`src/hdl/ccu_consts.vh`:
```
// constants for the two-unit capture/compare block
// Operation
// - holding value split into low and high bytes
// - mode 0000 disables unit, resets its state
// - modes 0100-0111 pick capture edge and prescale
// - 1000/1001 drive pin high/low, set flag
// - 1010 sets flag only, pin untouched
// - 1011 sets flag and fires special trigger
// - 11xx is pwm class; it only enables the pin driver, bits 5-4 are stored but unused
// - control bits 7-6 always read zero
// - capture copies timer-1 count into holding value
// - capture sets flag; only software clears it
// - new capture overwrites unread holding value
// - port write on output pin may capture
// - mode change may raise false flag
// - prescaler cleared when off or not capturing
// - prescale switch keeps counter, may raise flag
// - compare equality sets pin action and flag together
// - both units identical except trigger's conversion start
// - both units share one timer-1 time base
// - clearing control forces output latch low
// - trigger reset never sets timer-1 overflow flag
// - timer-1 write beats coincident trigger reset
`ifndef CCU_CONSTS_VH
`define CCU_CONSTS_VH
// register indices; byte address is four times the index
`define CCU_IDX_FLAGS_1 10'h00c
`define CCU_IDX_FLAGS_2 10'h00d
`define CCU_IDX_U1_LOW 10'h015
`define CCU_IDX_U1_HIGH 10'h016
`define CCU_IDX_U1_CTRL 10'h017
`define CCU_IDX_U2_LOW 10'h01b
`define CCU_IDX_U2_HIGH 10'h01c
`define CCU_IDX_U2_CTRL 10'h01d
`define CCU_IDX_ENABLE_1 10'h08c
`define CCU_IDX_ENABLE_2 10'h08d
// flag bit positions
`define CCU_U1_FLAG_BIT 2
`define CCU_U2_FLAG_BIT 0
// control field layout
`define CCU_CTRL_IMPL_W 6
`define CCU_MODE_CLASS_CAPTURE 2'h1
`define CCU_MODE_CLASS_COMPARE 2'h2
`define CCU_MODE_CLASS_PWM 2'h3
`define CCU_MODE_OFF 4'h0
`define CCU_CAP_FALL 2'h0
`define CCU_CAP_RISE 2'h1
`define CCU_CAP_RISE4 2'h2
`define CCU_CAP_RISE16 2'h3
`define CCU_CMP_SET 2'h0
`define CCU_CMP_CLEAR 2'h1
`define CCU_CMP_SOFT 2'h2
`define CCU_CMP_TRIGGER 2'h3
`define CCU_PSC_LAST4 2'h3
`define CCU_PSC_LAST16 4'hf
// reset values
`define CCU_RST_BYTE 8'h00
`define CCU_RST_CTRL 6'h00
`define CCU_RST_HOLD 16'h0000
// bus answers
`define CCU_RESP_OKAY 2'h0
`define CCU_RESP_SLVERR 2'h2
`endif

```
`src/hdl/ccu_top.v`:
```
// two capture/compare units behind an axi4-lite register slave
//
// Chosen here: the AXI4-Lite register port.
`timescale 1ns/1ps
`include "ccu_consts.vh"
module ccu_top
(
   input wire aclk,
   input wire aresetn,
   input wire [11:0] s_axi_awaddr,
   input wire [2:0] s_axi_awprot,
   input wire s_axi_awvalid,
   output reg s_axi_awready,
   input wire [31:0] s_axi_wdata,
   input wire [3:0] s_axi_wstrb,
   input wire s_axi_wvalid,
   output reg s_axi_wready,
   output reg [1:0] s_axi_bresp,
   output reg s_axi_bvalid,
   input wire s_axi_bready,
   input wire [11:0] s_axi_araddr,
   input wire [2:0] s_axi_arprot,
   input wire s_axi_arvalid,
   output reg s_axi_arready,
   output reg [31:0] s_axi_rdata,
   output reg [1:0] s_axi_rresp,
   output reg s_axi_rvalid,
   input wire s_axi_rready,
   input wire [15:0] timer_one_count,
   input wire timer_one_write,
   input wire adc_enabled,
   input wire [1:0] port_c_direction,
   input wire [1:0] event_pin_in,
   output reg [1:0] event_pin_out,
   output reg [1:0] event_pin_oe,
   output reg timer_one_reset,
   output reg adc_start
);

   // ****************************************
   // write channel
   // ****************************************
   reg aw_held;
   reg w_held;
   reg [9:0] aw_idx;
   reg [31:0] w_data;
   reg [3:0] w_strb;
   wire wr_go;
   wire wr_byte;
   reg wr_hit;

   assign wr_go = aw_held && w_held && !s_axi_bvalid;
   assign wr_byte = wr_go && w_strb[0];

   always @*
   begin
      case (aw_idx)
         `CCU_IDX_FLAGS_1, `CCU_IDX_FLAGS_2, `CCU_IDX_U1_LOW, `CCU_IDX_U1_HIGH,
         `CCU_IDX_U1_CTRL, `CCU_IDX_U2_LOW, `CCU_IDX_U2_HIGH, `CCU_IDX_U2_CTRL,
         `CCU_IDX_ENABLE_1, `CCU_IDX_ENABLE_2:
            wr_hit = 1'b1;
         default:
            wr_hit = 1'b0;
      endcase
   end

   always @(posedge aclk)
   begin
      if (!aresetn)
      begin
         aw_held <= 1'b0;
         w_held <= 1'b0;
         aw_idx <= 10'h000;
         w_data <= 32'h00000000;
         w_strb <= 4'h0;
         s_axi_awready <= 1'b0;
         s_axi_wready <= 1'b0;
         s_axi_bvalid <= 1'b0;
         s_axi_bresp <= `CCU_RESP_OKAY;
      end
      else
      begin
         s_axi_awready <= !aw_held && !(s_axi_awvalid && s_axi_awready) && !s_axi_bvalid;
         s_axi_wready <= !w_held && !(s_axi_wvalid && s_axi_wready) && !s_axi_bvalid;
         if (s_axi_awvalid && s_axi_awready)
         begin
            aw_held <= 1'b1;
            aw_idx <= s_axi_awaddr[11:2];
         end
         if (s_axi_wvalid && s_axi_wready)
         begin
            w_held <= 1'b1;
            w_data <= s_axi_wdata;
            w_strb <= s_axi_wstrb;
         end
         if (wr_go)
         begin
            aw_held <= 1'b0;
            w_held <= 1'b0;
            s_axi_bvalid <= 1'b1;
            s_axi_bresp <= wr_hit ? `CCU_RESP_OKAY : `CCU_RESP_SLVERR;
         end
         else if (s_axi_bvalid && s_axi_bready)
            s_axi_bvalid <= 1'b0;
      end
   end

   // ****************************************
   // enable registers (stored and read back)
   // ****************************************
   reg [7:0] irq_enable_1;
   reg irq_enable_2;

   always @(posedge aclk)
   begin
      if (!aresetn)
      begin
         irq_enable_1 <= `CCU_RST_BYTE;
         irq_enable_2 <= 1'b0;
      end
      else
      begin
         if (wr_byte && aw_idx == `CCU_IDX_ENABLE_1)
            irq_enable_1 <= w_data[7:0];
         if (wr_byte && aw_idx == `CCU_IDX_ENABLE_2)
            irq_enable_2 <= w_data[0];
      end
   end

   // ****************************************
   // capture/compare units
   // ****************************************
   reg [1:0] sync_a;
   reg [1:0] sync_b;
   reg [1:0] sync_c;
   reg [1:0] pin_level;
   reg [1:0] match_prev;
   reg [1:0] flag;
   reg [1:0] trig;
   reg [31:0] hold_flat;
   reg [11:0] ctrl_flat;
   reg [7:0] psc_flat;

   genvar u;
   generate
      for (u = 0; u < 2; u = u + 1)
      begin : g_unit
         wire [9:0] idx_low = (u == 0) ? `CCU_IDX_U1_LOW : `CCU_IDX_U2_LOW;
         wire [9:0] idx_high = (u == 0) ? `CCU_IDX_U1_HIGH : `CCU_IDX_U2_HIGH;
         wire [9:0] idx_ctrl = (u == 0) ? `CCU_IDX_U1_CTRL : `CCU_IDX_U2_CTRL;
         wire [9:0] idx_flag = (u == 0) ? `CCU_IDX_FLAGS_1 : `CCU_IDX_FLAGS_2;
         wire flag_wbit = (u == 0) ? w_data[`CCU_U1_FLAG_BIT] : w_data[`CCU_U2_FLAG_BIT];
         wire [5:0] ctrl = ctrl_flat[6*u +: 6];
         wire [15:0] hold = hold_flat[16*u +: 16];
         wire [3:0] psc = psc_flat[4*u +: 4];
         wire is_cap = ctrl[3:2] == `CCU_MODE_CLASS_CAPTURE;
         wire is_cmp = ctrl[3:2] == `CCU_MODE_CLASS_COMPARE;
         wire is_pwm = ctrl[3:2] == `CCU_MODE_CLASS_PWM;
         // change accepted once second and third stages agree
         wire settled = sync_b[u] == sync_c[u];
         wire rise = settled && sync_c[u] && !pin_level[u];
         wire fall = settled && !sync_c[u] && pin_level[u];
         wire equal = timer_one_count == hold;
         wire match = is_cmp && equal && !match_prev[u];
         reg cap_evt;

         always @*
         begin
            case (ctrl[1:0])
               `CCU_CAP_FALL:
                  cap_evt = is_cap && fall;
               `CCU_CAP_RISE:
                  cap_evt = is_cap && rise;
               `CCU_CAP_RISE4:
                  cap_evt = is_cap && rise && psc[1:0] == `CCU_PSC_LAST4;
               default:
                  cap_evt = is_cap && rise && psc == `CCU_PSC_LAST16;
            endcase
         end

         always @(posedge aclk)
         begin
            if (!aresetn)
            begin
               sync_a[u] <= 1'b0;
               sync_b[u] <= 1'b0;
               sync_c[u] <= 1'b0;
               pin_level[u] <= 1'b0;
               match_prev[u] <= 1'b0;
               flag[u] <= 1'b0;
               trig[u] <= 1'b0;
               hold_flat[16*u +: 16] <= `CCU_RST_HOLD;
               ctrl_flat[6*u +: 6] <= `CCU_RST_CTRL;
               psc_flat[4*u +: 4] <= 4'h0;
               event_pin_out[u] <= 1'b0;
               event_pin_oe[u] <= 1'b0;
            end
            else
            begin
               // port writes on an output pin reach the pad and so the sampler
               sync_a[u] <= event_pin_in[u];
               sync_b[u] <= sync_a[u];
               sync_c[u] <= sync_b[u];
               if (settled)
                  pin_level[u] <= sync_c[u];
               match_prev[u] <= is_cmp && equal;
               if (wr_byte && aw_idx == idx_ctrl)
                  ctrl_flat[6*u +: 6] <= w_data[5:0];
               // prescaler survives a capture-to-capture switch
               if (!is_cap)
                  psc_flat[4*u +: 4] <= 4'h0;
               else if (rise)
                  psc_flat[4*u +: 4] <= psc + 4'h1;
               // capture wins over a coincident software byte write
               if (cap_evt)
                  hold_flat[16*u +: 16] <= timer_one_count;
               else
               begin
                  if (wr_byte && aw_idx == idx_low)
                     hold_flat[16*u +: 8] <= w_data[7:0];
                  if (wr_byte && aw_idx == idx_high)
                     hold_flat[16*u+8 +: 8] <= w_data[7:0];
               end
               // hardware set beats software clear
               if (cap_evt || match)
                  flag[u] <= 1'b1;
               else if (wr_byte && aw_idx == idx_flag)
                  flag[u] <= flag_wbit;
               trig[u] <= match && ctrl[1:0] == `CCU_CMP_TRIGGER;
               if (ctrl[3:0] == `CCU_MODE_OFF)
                  event_pin_out[u] <= 1'b0;
               else if (match && ctrl[1:0] == `CCU_CMP_SET)
                  event_pin_out[u] <= 1'b1;
               else if (match && ctrl[1:0] == `CCU_CMP_CLEAR)
                  event_pin_out[u] <= 1'b0;
               event_pin_oe[u] <= (is_cmp || is_pwm) && !port_c_direction[u];
            end
         end
      end
   endgenerate

   // ****************************************
   // special event trigger
   // ****************************************
   always @(posedge aclk)
   begin
      if (!aresetn)
      begin
         timer_one_reset <= 1'b0;
         adc_start <= 1'b0;
      end
      else
      begin
         // only a reset request; overflow flag lives in the timer and is not touched
         timer_one_reset <= (trig[0] || trig[1]) && !timer_one_write;
         adc_start <= trig[1] && adc_enabled;
      end
   end

   // ****************************************
   // read channel
   // ****************************************
   reg [7:0] rd_byte;
   reg rd_hit;
   wire [9:0] ar_idx = s_axi_araddr[11:2];

   always @*
   begin
      rd_hit = 1'b1;
      case (ar_idx)
         `CCU_IDX_FLAGS_1:
         begin
            rd_byte = `CCU_RST_BYTE;
            rd_byte[`CCU_U1_FLAG_BIT] = flag[0];
         end
         `CCU_IDX_FLAGS_2:
         begin
            rd_byte = `CCU_RST_BYTE;
            rd_byte[`CCU_U2_FLAG_BIT] = flag[1];
         end
         `CCU_IDX_U1_LOW:
            rd_byte = hold_flat[7:0];
         `CCU_IDX_U1_HIGH:
            rd_byte = hold_flat[15:8];
         `CCU_IDX_U1_CTRL:
            rd_byte = {2'h0, ctrl_flat[5:0]};
         `CCU_IDX_U2_LOW:
            rd_byte = hold_flat[23:16];
         `CCU_IDX_U2_HIGH:
            rd_byte = hold_flat[31:24];
         `CCU_IDX_U2_CTRL:
            rd_byte = {2'h0, ctrl_flat[11:6]};
         `CCU_IDX_ENABLE_1:
            rd_byte = irq_enable_1;
         `CCU_IDX_ENABLE_2:
            rd_byte = {7'h00, irq_enable_2};
         default:
         begin
            rd_byte = 8'h00;
            rd_hit = 1'b0;
         end
      endcase
   end

   always @(posedge aclk)
   begin
      if (!aresetn)
      begin
         s_axi_arready <= 1'b0;
         s_axi_rvalid <= 1'b0;
         s_axi_rdata <= 32'h00000000;
         s_axi_rresp <= `CCU_RESP_OKAY;
      end
      else
      begin
         s_axi_arready <= !s_axi_rvalid && !(s_axi_arvalid && s_axi_arready);
         if (s_axi_arvalid && s_axi_arready)
         begin
            s_axi_rvalid <= 1'b1;
            s_axi_rdata <= {24'h000000, rd_byte};
            s_axi_rresp <= rd_hit ? `CCU_RESP_OKAY : `CCU_RESP_SLVERR;
         end
         else if (s_axi_rvalid && s_axi_rready)
            s_axi_rvalid <= 1'b0;
      end
   end

endmodule // ccu_top

```
`config.mk`:
```
export PLATFORM = sky130hd
export DESIGN_NAME = ccu_top
export DESIGN_NICKNAME = d
export VERILOG_FILES = /design/src/hdl/ccu_top.v
export VERILOG_INCLUDE_DIRS = /design/src /design/src/hdl
export SDC_FILE = /design/constraint.sdc
export NUM_CORES = 1
export LEC_CHECK = 0
export ABC_AREA = 1
export ABC_CLOCK_PERIOD_IN_PS = 2000
export BUFFER_PORTS_ARGS = -buffer_cell sky130_fd_sc_hd__buf_2
export CAP_MARGIN = 15
export CELL_PAD_IN_SITES_DETAIL_PLACEMENT = 0
export CELL_PAD_IN_SITES_GLOBAL_PLACEMENT = 1
export CORE_MARGIN = 10
export CORE_UTILIZATION = 35
export DETAILED_ROUTE_END_ITERATION = 12
export PLACE_DENSITY = 0.85
export REMOVE_ABC_BUFFERS = 1
export SYNTH_ARGS = -nofsm -noshare
export SYNTH_HDL_FRONTEND = slang
export SYNTH_SLANG_ARGS = --single-unit
```
`constraint.sdc`:
```
create_clock -name aclk -period 2 [get_ports aclk]
set_clock_uncertainty 0.05 [all_clocks]
set_input_delay 0.4 -clock aclk [delete_from_list [all_inputs] [get_ports aclk]]
set_output_delay 0.4 -clock aclk [all_outputs]
set_load 0.1 [all_outputs]
```
==> results.json, run 1 <==
{
  "status": "complete, no violations",
  "worst_slew_pin_slew_ps": 546,
  "drtIter0Drc": 543,
  "start_util": 0.359,
  "cp_data_required_time_ps": 2250,
  "synth-edff-count": 0,
  "cts-resized-gates": 0,
  "p_per_area_nw_per_um2": 840,
  "synth_area_leaders": "dfxtp_1, nand2_1, nor2_1, a21oi_1, inv_1",
  "ir_drop_uv": 582,
  "vias_per_cell": 4.99,
  "grt_pass1_vias": 6169,
  "cts_tree": "done",
  "drc": 0,
  "cts_inserted_buffers": 17,
  "yosysSeqAreaShare": 0.360,
  "synth-warning-count": 0,
  "grt_pass1_wl_mm": 33.1,
  "cp_common_cell": "nor2_1",
  "gp_congestion": 0.930,
  "hold_viol_final": 0,
  "grt_use_total": 0.173,
  "synthesis.instances": 985,
  "cp_cell_sequence": "ha_1 -> o21ai_1 -> nor2_1 -> nand2_1 -> buf_4 -> nor2_1 -> o21ai_0 -> a21oi_1",
  "max_cap_violations": 0,
  "port-buffer-count": 78,
  "slew_headroom": 0.635,
  "htreeDepth": 4,
  "slowest_stage": "dfxtp_1",
  "routed_wirelength_mm": 21.3,
  "cts_root_buffer": "clkbuf_16",
  "yosysMostFrequentCell": "nand2_1",
  "period_minus_slack_ps": 1860,
  "die-height_um": 156,
  "cts_sinks": 117,
  "max_freq_mhz": 537,
  "n_antenna_cell": 0,
  "cts_hold_buf": 0,
  "area_delta_synth_final_pct": 18.4,
  "synth_largest_area_cell": "dfxtp_1",
  "die_area_um2": 24400,
  "slowest_delay_ps": 340,
  "dp_hpwl_mm": 16.7,
  "start_kind": "flop",
  "nets": 1171,
  "critPathArrivalTime_ps": 2110,
  "grt_max_degree": 55,
  "rsz0062_at_grt": "no",
  "ios": 142,
  "setup_viol": 0,
  "dr.pass1.iters": 5,
  "synth-seq-cells": 117,
  "num_rows": 49,
  "grt_overflow": 0,
  "clock_latency_ps": 420,
  "syn-cell-area_um2": 6500,
  "fin_util": 0.425,
  "synth_top_area_frac": 0.360,
  "path_max_fanout": 16,
  "cts_setup_buffers": 0,
  "clk_pin_slew_worst_paths_ps": 60,
  "hp-class": "primary input to flop",
  "pre_cts_ws_ps": 135,
  "dp.cells": 1280,
  "postSynthAreaPerCell_um2": 6.60,
  "slew_violations": 0,
  "synth_common_cells": "nand2_1, nor2_1, dfxtp_1",
  "worst_slack_ps": 138,
  "ys_types": 39,
  "synth-main-ff-cell": "dfxtp_1",
  "cts_buffer_depth": 2,
  "ant_nets": 0,
  "num_vias": 6548,
  "antenna_found_initial": 0,
  "crit_path_end_kind": "flop",
  "ys_async_sr_fraction": 0,
  "core_region_area_um2": 18100,
  "path_class": "flop to flop",
  "period_share": 0.931,
  "leakagePower_nw": 3.25,
  "wl_per_cell_um": 16.3,
  "fp.dieW_um": 156,
  "fin_cells": 1312,
  "n_fill_cell": 1961,
  "drive_gt1_frac": 0.163
}
## sequential cells by signal, summed over array words and instances (netlist names), 2 cells and up
| register | flops |
|---|---|
| g_unit.hold | 32 |
| g_unit.ctrl | 12 |
| aw_idx | 10 |
| g_unit.psc | 8 |
| irq_enable_1 | 8 |
| s_axi_rdata | 8 |
| w_data | 8 |
| event_pin_oe | 2 |
| event_pin_out | 2 |
| flag | 2 |
| match_prev | 2 |
| pin_level | 2 |
| sync_a | 2 |
| sync_b | 2 |
| sync_c | 2 |
| trig | 2 |
## kinds of logic after synthesis
family	count (synthesis)	share of synthesized area
adders and majority gates	6	0.0116
other	1	0.000577
AOI/OAI and AO/OA	193	0.154
buffers and inverters	174	0.123
xor gates and xnor gates	4	0.00539
DFF	117	0.360
and+or+nand+nor	490	0.346
## cell type report
type                            count  area, um^2  share of cell area
Multi-Input combinational cell    719        3450               0.449
Clock inverter                     13         196              0.0255
Sequential cell                   117        2340               0.304
Tap cell                          229         287              0.0372
Clock buffer                       19         443              0.0576
Timing Repair Buffer               91         500              0.0651
Inverter                          124         470              0.0612
## report_power, final
group | switching (W) | internal (W)
clock network | 0.00118 | 0.00214
logic | 0.000586 | 0.000145
registers | 0.0000372 | 0.00238
## final timing paths
check	startpoint	end	slack, ps	cells after the start
worst min-delay path	port_c_direction[1]	event_pin_oe[1]	80	2
worst min register to register	sync_a[1]	sync_b[1]	370	2
worst max-delay path	g_unit[1].psc[1]	g_unit[1].hold[6]	140	8
worst max register to register	g_unit[1].psc[1]	g_unit[1].hold[6]	140	8
## routing by layer
metal	part of all wire	up-vias	track usage	routed length (um)
li1	-	3332	-	-
met1	0.46	2952	0.228	9920
met2	0.44	222	0.266	9340
met3	0.065	42	0.0378	1380
met4	0.033	0	0.0764	703
met5	0	-	0	0
## stage by stage
| step | total power (W) | area [um^2] | hold WS, ps | setup TNS [ps] |
|---|---|---|---|---|
| CTS | 0.00650 | 7690 | 62.5 | 0 |
| finish | 0.00646 | 7690 | 81.5 | 0 |
| floorplan | 0.00298 | 6270 | 340 | -3070 |
| global placement | 0.00319 | 7050 | 345 | 0 |
| detailed placement | 0.00319 | 7050 | 365 | 0 |
| global route | 0.00667 | 7690 | 83.6 | 0 |
## cell usage in the layout, fill, tap and decap left out, types with 27 or more instances in the layout
cell / n
nand2_1: 196
inv_1: 112
nor2_1: 137
nand4_1: 29
o21ai_0: 71
dfxtp_1: 117
o21ai_1: 27
buf_2: 78
nand3_1: 63
a21oi_1: 85
## worst max-delay path, delay by kind of cell (launching register included)
kind	cells	cell delay (ps)
AOI/OAI and AO/OA	3	500
buffers and inverters	1	290
and+or+nand+nor	3	320
DFF	1	340
adders and majority gates	1	230
Note: power is estimated with default switching activity, not from simulation.
==> inputs of run 2 (changes only) <==
CORE_ASPECT_RATIO = 0.6   (was default)
GPL_TIMING_DRIVEN = 0   (was default)
==> run 2 against run 1 <==
Compared with the run above: non-clock buffer count decreased by 13; first-iteration DRC count is 41% higher; design area shrank 2.1%; setup slack better by 34 ps; final cell count shrank 0.15%; die area up 0.73%; largest cell class unchanged.
==> results.json, run 2 (synthesized netlist as in run 1, its figures left out) <==
{
  "drc": 0,
  "grt_pass1_wl_mm": 34.8,
  "cts_buffer_depth": 2,
  "path_class": "flop to flop",
  "cp_num_buf_inv": 2,
  "gp_congestion": 0.991,
  "p_per_area_nw_per_um2": 803,
  "fp.dieW_um": 196,
  "slew_headroom": 0.574,
  "ios": 142,
  "dp_hpwl_mm": 17.4,
  "wl_per_cell_um": 17.4,
  "n_antenna_cell": 0,
  "fin_util": 0.415,
  "rsz0062_at_grt": "no",
  "grt_pass1_vias": 6007,
  "period_share": 0.914,
  "max_cap_violations": 0,
  "period_minus_slack_ps": 1830,
  "vias_per_cell": 5.10,
  "leakagePower_nw": 3.18,
  "cp_cell_sequence": "inv_1 -> nand2_1 -> nand2_1 -> inv_1 -> nand3b_1 -> nor3_1 -> nand2_1 -> nor2_1 -> nand2_1 -> nor2_1",
  "crit_path_end_kind": "flop",
  "cts_inserted_buffers": 17,
  "path_max_fanout": 4,
  "slowest_stage": "dfxtp_1",
  "hold_viol_final": 0,
  "die-height_um": 126,
  "ir_drop_uv": 505,
  "status": "complete, no violations",
  "cts_sinks": 117,
  "slew_violations": 0,
  "port-buffer-count": 78,
  "area_delta_synth_final_pct": 15.9,
  "final_common_cell": "nand2_1",
  "largest_reg_flops": 32,
  "htreeDepth": 4,
  "path_delay_family": "simple AND/OR/NAND/NOR gates",
  "drtIter0Drc": 767,
  "cp_data_required_time_ps": 2260,
  "antenna_found_initial": 0,
  "start_kind": "flop",
  "grt_use_total": 0.180,
  "drive_gt1_frac": 0.156,
  "start_util": 0.358,
  "clock_latency_ps": 430,
  "nets": 1159,
  "core_region_area_um2": 18200,
  "fin_tns_setup_ps": 0,
  "n_fill_cell": 1949,
  "routed_wirelength_mm": 22.8,
  "cts_tree": "done",
  "grt_overflow": 0,
  "cts_setup_buffers": 0,
  "ant_nets": 0,
  "cp_common_cell": "nand2_1",
  "die_area_um2": 24600,
  "num_rows": 38,
  "grt_max_degree": 56,
  "slowest_delay_ps": 470,
  "num_vias": 6678,
  "cts_root_buffer": "clkbuf_16",
  "worst_slew_pin_slew_ps": 638,
  "max_freq_mhz": 547,
  "critPathArrivalTime_ps": 2090,
  "clk_pin_slew_worst_paths_ps": 60,
  "setup_viol": 0,
  "most-common-layout-cells": "nand2_1, nor2_1, dfxtp_1",
  "hp-class": "primary input to flop",
  "dr.pass1.iters": 5
}
[run 2: changes by cell type in the layout (fill, tap and decap cells not counted), moves of 2 or more]
cell | previous run | this run
clkinv_2 | 2 | 10
buf_4 | 12 | 1
nand2_4 | 0 | 2
inv_6 | 4 | 0
bufinv_16 | 4 | 1
clkinv_4 | 3 | 0
[run 2: path summary, 6_finish.rpt]
check                                    startpoint              end  slack (ps)  depth (start not counted)
worst min register to register            sync_a[1]        sync_b[1]         360                          2
worst max register to register    g_unit[0].hold[8]          trig[0]         170                         10
worst max-delay path              g_unit[0].hold[8]          trig[0]         170                         10
worst min-delay path            port_c_direction[0]  event_pin_oe[0]          80                          2
[run 2: area by class of cell]
type | count | area, um^2 | share of cell area
Clock inverter | 11 | 85.1 | 0.0113
Inverter | 124 | 473 | 0.0628
Multi-Input combinational cell | 720 | 3480 | 0.462
Timing Repair Buffer | 78 | 393 | 0.0522
Sequential cell | 117 | 2340 | 0.311
Tap cell | 240 | 300 | 0.0399
Clock buffer | 20 | 457 | 0.0606
[run 2: report_power, final]
| part | switching, W | leakage [nW] | internal, W | total (W) |
|---|---|---|---|---|
| Combinational | 0.000606 | 1.96 | 0.000134 | 0.000740 |
| Clock | 0.00114 | 0.271 | 0.00174 | 0.00288 |
| Sequential | 0.0000436 | 0.948 | 0.00238 | 0.00242 |
| Total | 0.00179 | 3.18 | 0.00426 | 0.00605 |
[run 2: per-stage QoR]
stage          hold WS (ps)  cells  power [W]  area (um^2)  worst slack (ps)
6_report               81.0   1310    0.00605         7530               173
5_1_grt                81.5   1310    0.00622         7530              29.0
4_1_cts                76.8   1309    0.00604         7510              66.4
3_5_place_dp            348   1278    0.00319         6960              -737
3_3_place_gp            347   1278    0.00319         6960              -737
2_1_floorplan           340    960    0.00298         6270              -112
[run 2: what timing repair did]
item | CTS | global route
cloned | 0 | 1
gates resized for setup | 4 | 5
pin swaps | 0 | 1
hold buffers | 0 | 0
setup endpoints to repair | 40 | 38
[run 2: routing by layer]
layer  GRT usage  up-vias  share of wire
li1            -     3310              -
met1       0.270     3054           0.49
met2       0.230      293           0.39
met3      0.0686       21           0.12
met4      0.0371        0         0.0075
met5           0        -              0
==> inputs of run 3 (changes only) <==
==> constraint.sdc (replaced) <==
create_clock -name aclk -period 2 [get_ports aclk]
set_clock_uncertainty 0.05 [all_clocks]
set_input_delay 0.2 -clock aclk [delete_from_list [all_inputs] [get_ports aclk]]
set_output_delay 0.2 -clock aclk [all_outputs]
set_load 0.1 [all_outputs]
==> run 3 against run 2 <==
Compared with the run above: setup slack improved by 6.3 ps; combinational power rose by 3.0%; non-clock buffer count grew 15; first-iteration DRC count grew 7.3%; power is 0.16% higher; largest cell class unchanged; clock-buffer cell count unchanged; via count is 0.81% higher; critical path depth unchanged; sequential share of layout area down 0.60 points; maximum frequency rose by 0.35%; die area is the same; final cell count is 1.1% higher.
==> results.json, run 3 (synthesized netlist as in run 1, its figures left out) <==
{
  "status": "complete, no violations",
  "seqCellArea_um2": 2340,
  "path_class": "flop to flop",
  "core_region_area_um2": 18200,
  "setup_viol": 0,
  "power_frac_comb": 0.126,
  "dp_hpwl_mm": 17.4,
  "ir_drop_uv": 517,
  "cp_cell_sequence": "inv_1 -> nand2_1 -> nand2_1 -> inv_1 -> nand3b_1 -> nor3_1 -> nand2_1 -> nor2_1 -> nand2_1 -> nor2_1",
  "max_freq_mhz": 549,
  "ios": 142,
  "nets": 1174,
  "max_cap_violations": 0,
  "multiInputGateArea_um2": 3480,
  "area_delta_synth_final_pct": 18.2,
  "rsz0062_at_grt": "no",
  "path_delay_family": "simple AND/OR/NAND/NOR gates",
  "fin_util": 0.423,
  "dp.cells": 1278,
  "n_fill_cell": 1941,
  "slowest_delay_ps": 480,
  "n_antenna_cell": 0,
  "clock_latency_ps": 430,
  "drive_gt1_frac": 0.154,
  "cp_num_buf_inv": 2,
  "antenna_found_initial": 0,
  "final_common_cell": "nand2_1",
  "period_minus_slack_ps": 1820,
  "slew_headroom": 0.368,
  "reg2reg_slack_ps": 180,
  "cts_tree": "done",
  "drtIter0Drc": 823,
  "slowest_stage": "dfxtp_1",
  "finalPower_w": 0.00606,
  "crit_path_end_kind": "flop",
  "pre_cts_ws_ps": -537,
  "grt_pass1_wl_mm": 34.9,
  "drc": 0,
  "wl_per_cell_um": 17.2,
  "hp-class": "primary input to flop",
  "clk_pin_slew_worst_paths_ps": 50,
  "ant_nets": 0,
  "worst_slew_pin_slew_ps": 948,
  "grt_pass1_vias": 6067,
  "slew_violations": 0,
  "cp_data_required_time_ps": 2260,
  "grt_max_degree": 56,
  "num_rows": 38,
  "period_share": 0.910,
  "p_sw_frac": 0.294,
  "p_per_area_nw_per_um2": 789,
  "grt_overflow": 0,
  "fp.dieW_um": 196,
  "leakagePower_nw": 3.24,
  "seqPwrFrac": 0.400,
  "vias_per_cell": 5.08,
  "die_area_um2": 24600,
  "p_sw_w": 0.00178,
  "p_int_w": 0.00428,
  "largest_reg_flops": 32,
  "pwr-share-clk": 0.474,
  "worst_slack_ps": 179,
  "cts_inserted_buffers": 17,
  "fin_cells": 1325,
  "num_vias": 6732,
  "start_kind": "flop",
  "cp_common_cell": "nand2_1",
  "cts_buffer_depth": 2,
  "die-height_um": 126,
  "cts_setup_buffers": 0,
  "critPathArrivalTime_ps": 2080,
  "port-buffer-count": 78,
  "cts_sinks": 117,
  "dr.pass1.iters": 5,
  "most-common-layout-cells": "nand2_1, nor2_1, dfxtp_1",
  "gp_congestion": 0.991,
  "start_util": 0.358,
  "hold_viol_final": 0,
  "routed_wirelength_mm": 22.8,
  "path_max_fanout": 4,
  "cts_root_buffer": "clkbuf_16",
  "htreeDepth": 4,
  "grt_use_total": 0.180
}
==> run 3: cell count changes in the layout (fill, tap and decap cells not counted) <==
| cell | delta |
|---|---|
| dlygate4sd3_1 | +15 |
| buf_2 | +1 |
| buf_4 | -1 |
==> run 3: final cells by class <==
type | count | area share
clock buffers | 20 | 0.0595
clock inverters | 11 | 0.0111
inverters | 124 | 0.0616
multi-input cells | 720 | 0.453
flip-flops and latches | 117 | 0.305
well taps | 240 | 0.0391
repair buffers | 93 | 0.0704
==> run 3: power by group through the flow <==
stage / Clock [W] / Combinational, W / Sequential, W
detailed placement: 0 / 0.000722 / 0.00247
floorplan: 0 / 0.000453 / 0.00253
global placement: 0 / 0.000722 / 0.00247
finish: 0.00287 / 0.000762 / 0.00242
global route: 0.00300 / 0.000817 / 0.00243
CTS: 0.00289 / 0.000748 / 0.00242
==> run 3: per-stage QoR <==
stage               instance area [um^2]  hold WS, ps  TNS (ps)
floorplan                           6270          229     -3070
global placement                    6960          317     -9350
detailed placement                  6960          317     -9700
CTS                                 7660         1.17         0
global route                        7680         26.8         0
finish                              7680         10.3         0
==> run 3: per-layer routing <==
layer	wire length, um	track usage
met4	159	0.0371
met2	8770	0.231
met1	11100	0.271
met5	0	0
met3	2700	0.0683
==> run 3: worst paths after layout <==
check	from	endpoint	cells past startpoint
setup / recovery	g_unit[0].hold[8]	trig[0]	10
hold / removal	s_axi_wdata[3]	w_data[3]	3
setup reg to reg	g_unit[0].hold[8]	trig[0]	10
hold reg to reg	sync_a[1]	sync_b[1]	2
==> run 3: worst reg2reg max path, delay by kind of cell, from the launching register on <==
kind	cells	cell delay, ps
buffers and inverters	2	140
flip-flops	1	480
AND/OR/NAND/NOR	8	1050
==> run 3: timing repair <==
| action | 4_1_cts | 5_1_grt |
|---|---|---|
| setup endpoints to repair | 33 | 38 |
| gates cloned | 0 | 1 |
| pin swaps | 0 | 1 |
| hold endpoints to repair | 15 | 0 |
| hold buffers | 15 | 0 |
| resized for setup | 3 | 5 |
